File: src/rtl/ssl_consts.vh
`ifndef SSL_CONSTS_VH
`define SSL_CONSTS_VH
// Select-mode field encodings.
`define SSL_MODE_3WIRE 2'h0
`define SSL_MODE_MULTI 2'h1
// Top bit of the select-mode field: set means select pin is an output.
`define SSL_MODE_OUT_BIT 1
// Bits per transfer and bit counter width.
`define SSL_BITS 4'h8
`define SSL_CNT_W 4
// Reset value of the select-mode field.
`define SSL_RST_MODE 2'h1
// Master clock divider: half period of the generated serial clock in core cycles.
`define SSL_SCK_HALF 8'h04
`endif

File: src/rtl/ssl_sync.v
`timescale 1ns/1ps
// Two-flop synchroniser for pin inputs; the first flop feeds only the second.
module ssl_sync (
  input wire i_core_clk,
  input wire i_rst_b,
  input wire i_async,
  output wire o_sync
);
  // First and second stage flops.
  reg meta_reg;
  reg sync_reg;

  // Both stages reset to zero so the pin settles before use.
  always @(posedge i_core_clk or negedge i_rst_b) begin
    if (!i_rst_b) begin
      meta_reg <= 1'b0;
      sync_reg <= 1'b0;
    end else begin
      meta_reg <= i_async;
      sync_reg <= meta_reg;
    end
  end

  assign o_sync = sync_reg;
endmodule // ssl_sync

File: src/rtl/ssl_edge.v
`timescale 1ns/1ps
// Edge detector on an already synchronised level.
module ssl_edge (
  input wire i_core_clk,
  input wire i_rst_b,
  input wire i_level,
  output wire o_rise,
  output wire o_fall
);
  // Previous sample of the level.
  reg prev_reg;

  // Reset value one matches an idle-high select line and avoids a false fall.
  always @(posedge i_core_clk or negedge i_rst_b) begin
    if (!i_rst_b) begin
      prev_reg <= 1'b1;
    end else begin
      prev_reg <= i_level;
    end
  end

  assign o_rise = i_level & ~prev_reg;
  assign o_fall = ~i_level & prev_reg;
endmodule // ssl_edge

File: src/rtl/ssl_port.v
`timescale 1ns/1ps
`include "ssl_consts.vh"
// Functional notes
// - Master drives data-out line, slave receives it.
// - Master receives data-in line, slave drives it.
// - Shift MSB first; master output is top bit.
// - Data-in line floats when disabled or unselected.
// - Three-wire slave always drives top bit.
// - Master makes serial clock; slave uses external.
// - Unselected four-wire slave ignores serial clock.
// - Mode 00: three-wire, slave always selected.
// - Mode 01: select pin input selects slave.
// - Mode 01 master: select fall disables master.
// - Mode 1x: select pin outputs low bit while port enabled.
// - Select pin routed except in mode 00.
// - Master flag set means master, else slave.
// - Mode fault clears both enables, sets fault.
// - Mode 01: select fall clears slave bit counter unless a clock rise samples that cycle.
// - Eight slave bits set done, load receive.
module ssl_port (
  input wire i_core_clk,
  input wire i_rst_b,
  // Software control of the enables; set pulses, clear pulses.
  input wire i_port_enable_set,
  input wire i_port_enable_clr,
  input wire i_master_enable_set,
  input wire i_master_enable_clr,
  // Select-mode field, a plain level from software.
  input wire [1:0] i_select_mode_field,
  // Transmit byte and its load strobe.
  input wire [7:0] i_tx_data,
  input wire i_tx_load,
  // Flag clear pulses from software.
  input wire i_transfer_done_clr,
  input wire i_mode_fault_clr,
  // Serial pins.
  input wire i_mosi,
  output wire o_mosi,
  output wire o_mosi_oe,
  input wire i_miso,
  output wire o_miso,
  output wire o_miso_oe,
  input wire i_sck,
  output wire o_sck,
  output wire o_sck_oe,
  input wire i_slave_select_pin,
  output wire o_slave_select_pin,
  output wire o_slave_select_pin_oe,
  output wire o_slave_select_routed,
  // Status.
  output wire o_port_enable_flag,
  output wire o_master_enable_flag,
  output wire o_mode_fault_flag,
  output wire o_transfer_done_flag,
  output wire [7:0] o_rx_data,
  output wire o_busy
);
  // Synchronised pin levels.
  wire mosi_s;
  wire miso_s;
  wire sck_s;
  // Inverted select level out of its synchroniser; it resets low, so the pin level below resets high.
  wire sel_inv_s;
  // Synchronised select pin level; it idles high, so reset must leave it high as well.
  wire sel_pin_s;
  // Rising edge of the synchronised serial clock; its falling edge is not used.
  wire sck_rise;
  // Falling edge of the synchronised select pin; its rising edge is not used.
  wire sel_fall;
  // Control and status flags.
  reg port_en_reg;
  reg master_en_reg;
  reg mode_fault_reg;
  reg done_reg;
  // Shared shift register, bit counter and receive buffer.
  reg [7:0] shift_reg;
  reg [`SSL_CNT_W-1:0] cnt_reg;
  reg [7:0] rx_reg;
  // Master engine state.
  reg busy_reg;
  reg sck_out_reg;
  reg [7:0] div_reg;
  // Data-in bit taken on the rising serial clock, shifted in on the following fall.
  reg miso_bit_reg;
  // Mode decode.
  wire is_master;
  wire is_slave;
  wire mode_3w;
  wire mode_multi;
  wire mode_out;
  wire selected;
  wire fault_evt;
  wire slave_sample;
  wire slave_done;
  wire master_tick;

  // Each pin input passes two flops before the logic reads it.
  ssl_sync u_sync_mosi (.i_core_clk(i_core_clk), .i_rst_b(i_rst_b), .i_async(i_mosi), .o_sync(mosi_s));
  ssl_sync u_sync_miso (.i_core_clk(i_core_clk), .i_rst_b(i_rst_b), .i_async(i_miso), .o_sync(miso_s));
  ssl_sync u_sync_sck (.i_core_clk(i_core_clk), .i_rst_b(i_rst_b), .i_async(i_sck), .o_sync(sck_s));
  // The select pin is inverted around its synchroniser so that reset reads as deselected.
  // A plain zero reset here would look like a select fall on the first edges after reset.
  ssl_sync u_sync_sel (.i_core_clk(i_core_clk), .i_rst_b(i_rst_b), .i_async(~i_slave_select_pin),
    .o_sync(sel_inv_s));
  assign sel_pin_s = ~sel_inv_s;

  // Edge finders on the synchronised levels.
  // Only rising clock edges are used, so the idle-low clock needs no reset match of its own.
  ssl_edge u_edge_sck (.i_core_clk(i_core_clk), .i_rst_b(i_rst_b), .i_level(sck_s), .o_rise(sck_rise),
    .o_fall());
  ssl_edge u_edge_sel (.i_core_clk(i_core_clk), .i_rst_b(i_rst_b), .i_level(sel_pin_s), .o_rise(),
    .o_fall(sel_fall));

  // A disabled port is neither master nor slave, so a mode fault leaves it fully idle.
  // Software must raise both enables again before the master can run once more.
  // master or slave
  assign is_master = port_en_reg & master_en_reg;
  assign is_slave = port_en_reg & ~master_en_reg;

  assign mode_3w = (i_select_mode_field == `SSL_MODE_3WIRE);
  assign mode_multi = (i_select_mode_field == `SSL_MODE_MULTI);
  assign mode_out = i_select_mode_field[`SSL_MODE_OUT_BIT];

  // always selected; pin selects when low.
  // In mode 1x the port never counts itself selected, since that setting is meant for a master.
  assign selected = mode_3w | (mode_multi & ~sel_pin_s);

  // A fall is seen about two core cycles after the pin moves, through the synchroniser.
  // select fall disables master
  assign fault_evt = is_master & mode_multi & sel_fall;

  // slave paced by external clock
  // Sampling on the rising serial clock edge is fixed; phase and polarity are not supported.
  assign slave_sample = is_slave & selected & sck_rise;
  assign slave_done = slave_sample & (cnt_reg == `SSL_BITS - 4'h1);

  // Master bit tick at each divider wrap.
  // One half period of the serial clock lasts SSL_SCK_HALF core cycles.
  // A byte takes sixteen half periods: eight rises to sample and eight falls to shift.
  assign master_tick = is_master & busy_reg & (div_reg == `SSL_SCK_HALF - 8'h01);

  // Enable flags; the fault clear wins because it must stop a contending master at once.
  always @(posedge i_core_clk or negedge i_rst_b) begin
    if (!i_rst_b) begin
      port_en_reg <= 1'b0;
      master_en_reg <= 1'b0;
    end else begin
      if (fault_evt) begin
        port_en_reg <= 1'b0;
        master_en_reg <= 1'b0;
      end else begin
        if (i_port_enable_set) begin
          port_en_reg <= 1'b1;
        end else if (i_port_enable_clr) begin
          port_en_reg <= 1'b0;
        end
        if (i_master_enable_set) begin
          master_en_reg <= 1'b1;
        end else if (i_master_enable_clr) begin
          master_en_reg <= 1'b0;
        end
      end
    end
  end

  // Sticky fault and done flags; a hardware set wins over a software clear.
  always @(posedge i_core_clk or negedge i_rst_b) begin
    if (!i_rst_b) begin
      mode_fault_reg <= 1'b0;
      done_reg <= 1'b0;
    end else begin
      if (fault_evt) begin
        mode_fault_reg <= 1'b1;
      end else if (i_mode_fault_clr) begin
        mode_fault_reg <= 1'b0;
      end
      if (slave_done | (master_tick & sck_out_reg & (cnt_reg == `SSL_BITS - 4'h1))) begin
        done_reg <= 1'b1;
      end else if (i_transfer_done_clr) begin
        done_reg <= 1'b0;
      end
    end
  end

  // Shift register, bit counter, receive buffer and master clock engine.
  // The slave samples and shifts on the rising serial clock; the external master sees the new
  // top bit a few core cycles later, well before its next rising edge.
  // The master samples on the rising edge it makes and shifts on the falling one.
  always @(posedge i_core_clk or negedge i_rst_b) begin
    if (!i_rst_b) begin
      shift_reg <= 8'h00;
      cnt_reg <= 4'h0;
      rx_reg <= 8'h00;
      busy_reg <= 1'b0;
      sck_out_reg <= 1'b0;
      div_reg <= 8'h00;
      miso_bit_reg <= 1'b0;
    end else if (!port_en_reg) begin
      // Disabling the port is the only way to restart a three-wire slave count.
      cnt_reg <= 4'h0;
      busy_reg <= 1'b0;
      sck_out_reg <= 1'b0;
      div_reg <= 8'h00;
      if (i_tx_load) begin
        shift_reg <= i_tx_data;
      end
    end else if (is_slave) begin
      if (slave_sample) begin
        shift_reg <= {shift_reg[6:0], mosi_s};
        if (slave_done) begin
          cnt_reg <= 4'h0;
          rx_reg <= {shift_reg[6:0], mosi_s};
        end else begin
          cnt_reg <= cnt_reg + 4'h1;
        end
      end else if (mode_multi & sel_fall) begin
        cnt_reg <= 4'h0;
      end else if (i_tx_load & (cnt_reg == 4'h0)) begin
        // Load is taken only between bytes so a transfer in flight stays intact.
        shift_reg <= i_tx_data;
      end
    end else begin
      if (!busy_reg) begin
        if (i_tx_load) begin
          shift_reg <= i_tx_data;
          busy_reg <= 1'b1;
          cnt_reg <= 4'h0;
          div_reg <= 8'h00;
        end
      end else if (master_tick) begin
        div_reg <= 8'h00;
        sck_out_reg <= ~sck_out_reg;
        if (!sck_out_reg) begin
          // master samples MSB first
          // The bit is only held here; shifting now would move the data-out line in the
          // very step in which the far slave samples it.
          miso_bit_reg <= miso_s;
        end else begin
          // Shift on the falling edge so the next bit has a full half period to settle.
          shift_reg <= {shift_reg[6:0], miso_bit_reg};
          if (cnt_reg == `SSL_BITS - 4'h1) begin
            // Last falling edge: the byte is complete and the clock rests low again.
            busy_reg <= 1'b0;
            cnt_reg <= 4'h0;
            rx_reg <= {shift_reg[6:0], miso_bit_reg};
          end else begin
            cnt_reg <= cnt_reg + 4'h1;
          end
        end
      end else begin
        div_reg <= div_reg + 8'h01;
      end
    end
  end

  // Both data lines show the top shift bit at all times; only the enables decide whether a
  // pin is driven, so the pad logic alone keeps two drivers off one line.
  // data-out direction
  assign o_mosi = shift_reg[7];
  assign o_mosi_oe = is_master;

  assign o_miso = shift_reg[7];
  assign o_miso_oe = is_slave & selected;

  assign o_sck = sck_out_reg;
  assign o_sck_oe = is_master;

  assign o_slave_select_pin = i_select_mode_field[0];
  assign o_slave_select_pin_oe = port_en_reg & mode_out;

  assign o_slave_select_routed = ~mode_3w;

  // Status outputs.
  // The receive byte is overwritten by every completed transfer; no overrun is reported.
  assign o_port_enable_flag = port_en_reg;
  assign o_master_enable_flag = master_en_reg;
  assign o_mode_fault_flag = mode_fault_reg;
  assign o_transfer_done_flag = done_reg;
  assign o_rx_data = rx_reg;
  assign o_busy = busy_reg;
endmodule // ssl_port

File: config.mk
export PLATFORM = sky130hd
export DESIGN_NAME = ssl_port
export DESIGN_NICKNAME = d
export VERILOG_FILES = /design/src/rtl/ssl_sync.v /design/src/rtl/ssl_edge.v /design/src/rtl/ssl_port.v
export VERILOG_INCLUDE_DIRS = /design/src /design/src/rtl
export SDC_FILE = /design/constraint.sdc
export NUM_CORES = 1
export LEC_CHECK = 0
export ABC_CLOCK_PERIOD_IN_PS = 1750
export BUFFER_PORTS_ARGS = -buffer_cell sky130_fd_sc_hd__buf_4
export CAP_MARGIN = 25
export CORE_MARGIN = 4
export CORE_UTILIZATION = 30
export DETAILED_ROUTE_END_ITERATION = 10
export GPL_TIMING_DRIVEN = 0
export PLACE_DENSITY = 0.52
export SYNTH_ARGS = -nofsm -noshare
export SYNTH_HDL_FRONTEND = slang
export SYNTH_SLANG_ARGS = --single-unit
File: constraint.sdc
create_clock -name i_core_clk -period 1.75 [get_ports i_core_clk]
set_clock_uncertainty 0.05 [all_clocks]
set_input_delay 0.0875 -clock i_core_clk [delete_from_list [all_inputs] [get_ports i_core_clk]]
set_output_delay 0.0875 -clock i_core_clk [all_outputs]
set_load 0.02 [all_outputs]
==> results.json <==
{
  "outcome": "finished, violations left",
  "syn_inst": 211,
  "gr-total-overflow": 0,
  "start_util": 0.309,
  "setup_viol": 20,
  "worstPathRequired_ns": 1.89,
  "synth-seq-area-share": 0.504,
  "synthTopCellsByArea": "dfrtp_1, mux2_2, nor2_1",
  "worstSetupPathType": "flop to flop",
  "drtIter0Drc": 64,
  "grt_pass1_wl_mm": 8.51,
  "ios": 45,
  "synth_ff_type": "dfrtp_1",
  "post-route-util": 0.425,
  "worst_pin_slew_ns": 0.589,
  "fmax_ghz": 0.535,
  "diodes": 0,
  "wl_per_cell_um": 13.7,
  "wirelength_mm": 5.24,
  "cap_violations": 0,
  "drive_above_1_share": 0.389,
  "synth_edf_count": 0,
  "hpwl_mm": 3.61,
  "yosys_warnings": 0,
  "min_to": "shift_reg[1]",
  "maxSlewHeadroom": 0.608,
  "routed_via_density": 4.71,
  "grt_use_total": 0.123,
  "fp.dieH_um": 94.4,
  "synth_area_sq_um": 2240,
  "worstHoldPathCells": 3,
  "cts.sinks": 45,
  "hold_ws_ns": 0.0512,
  "leakagePower_nw": 1.45,
  "synth_area_per_cell_sq_um": 10.6,
  "first_pass_iters": 4,
  "clk_pin_slew_ns": 0.09,
  "violations": "setup timing",
  "synth_nets": 237,
  "hp-class": "input port to flop",
  "drv_slew": 0,
  "cts_buffer_depth": 2,
  "worst-endpoint-arrival_ns": 2.01,
  "r2r-end": "cnt_reg[2]",
  "r2r_slack_ns": -0.12,
  "end_kind": "flop",
  "fin_crit_sh": 1.07,
  "synth-seq-cells": 45,
  "fin_nets": 308,
  "root_buffer": "clkbuf_8",
  "layout_common_cells": "buf_4, dfrtp_1, nor2_1",
  "dpl_worst_slack_ns": -0.253,
  "vias": 1799,
  "cts-buffers-inserted": 5,
  "synth.top_cell.area_share": 0.480,
  "rsz0062_at_grt": "yes",
  "postSynth.asyncResetShare": 1.00,
  "tritoncts": "done",
  "ir_worst_vdd_mv": 0.464,
  "worstPathMaxFanout": 5,
  "die_area_sq_um": 8920,
  "setup_slack_ns": -0.119,
  "antenna_left": 0,
  "critPathLaunch": "div_reg[1]",
  "final_common_cell": "buf_4",
  "numPortBuffers": 44,
  "antenna_found_initial": 0,
  "hold_start": "i_tx_data[1]",
  "drc": 0,
  "grt_pass1_vias": 1712,
  "rows": 31,
  "timing.rr.start": "div_reg[1]",
  "critPathLaunchType": "flop",
  "power.density_nw_per_um2": 814,
  "hold_violations": 0,
  "r2r_cells": 7,
  "grt_max_degree": 46,
  "clkLatencyLatePin_ns": 0.30,
  "area_growth_pct": 37.6,
  "period_minus_slack_ns": 1.87,
  "yosys.area.top_type": "dfrtp_1",
  "core_region_area_sq_um": 7250,
  "htreeDepth": 2,
  "gp_congestion": 0.781,
  "synth.distinct_cells": 45,
  "die_w_um": 94.4
}
==> area by class of cell <==
| type | count | area (sq um) |
|---|---|---|
| Buffer | 8 | 58.8 |
| Clock buffer | 6 | 72.6 |
| Clock inverter | 2 | 10.0 |
| Fill cell | 721 | 4170 |
| Inverter | 12 | 45.0 |
| Multi-Input combinational cell | 146 | 1120 |
| Sequential cell | 45 | 1130 |
| Tap cell | 99 | 124 |
| Timing Repair Buffer | 64 | 527 |
==> worst max-delay path by stage <==
stage / end / cells after the start
5_1_grt: cnt_reg[2] / 7
3_5_place_dp: cnt_reg[2] / 5
2_1_floorplan: o_rx_data[0] / 6
4_1_cts: cnt_reg[2] / 7
3_3_place_gp: shift_reg[5] / 4
6_report: cnt_reg[2] / 7
==> Yosys cell counts (5+ instances only) <==
| library cell | instances |
|---|---|
| nand2_1 | 12 |
| nand3_1 | 10 |
| dfrtp_1 | 43 |
| xnor2_1 | 7 |
| nor2_1 | 27 |
| mux2i_1 | 8 |
| inv_1 | 12 |
| mux2_2 | 11 |
| a21oi_1 | 13 |
| o21ai_0 | 5 |
| a221oi_1 | 6 |
==> what timing repair did <==
action / CTS / global route
cloned: 0 / 1
pin swaps: 3 / 6
setup buffers: 4 / 6
hold buffers: 9 / 0
hold endpoints to repair: 51 / 0
resized for setup: 9 / 17
setup endpoints to repair: 27 / 30
==> kinds of logic after synthesis <==
kind of cell,synth area share
and+or+nand+nor,0.171
DFF,0.504
xor gates and xnor gates,0.0274
adders and majority gates,0.0168
buffers and inverters,0.0447
AOI/OAI and AO/OA,0.145
muxes,0.0910
==> report_power, final <==
group	internal, mW	switching, mW
registers	1.14	0.0986
logic	0.309	0.334
clock network	0.278	0.352
==> layer usage <==
layer,global-route usage,up-vias,part of all wire
met5,0,-,0
met4,0.0325,0,0.0055
met3,0.0311,2,0.043
met2,0.200,34,0.49
met1,0.163,881,0.47
li1,-,882,-
==> worst max-delay path, stage by stage (launching register included) <==
cell and delay [ns]:
dfrtp_1 0.40, ha_2 0.20, nor4b_4 0.17, buf_4 0.18, a31oi_4 0.11, a311oi_4 0.34
o21ai_2 0.09, a32o_1 0.21
==> stage by stage <==
step	cell area [sq um]	total power [mW]	TNS, ns	std cells
6_report	3080	2.51	-1.80	382
4_1_cts	2960	2.48	-2.32	375
3_5_place_dp	2700	1.81	-4.81	354
3_3_place_gp	2700	1.80	-4.64	354
2_1_floorplan	2250	1.59	-0.0335	211
5_1_grt	3080	2.68	-4.59	382
Note: power is estimated with default switching activity, not from simulation.
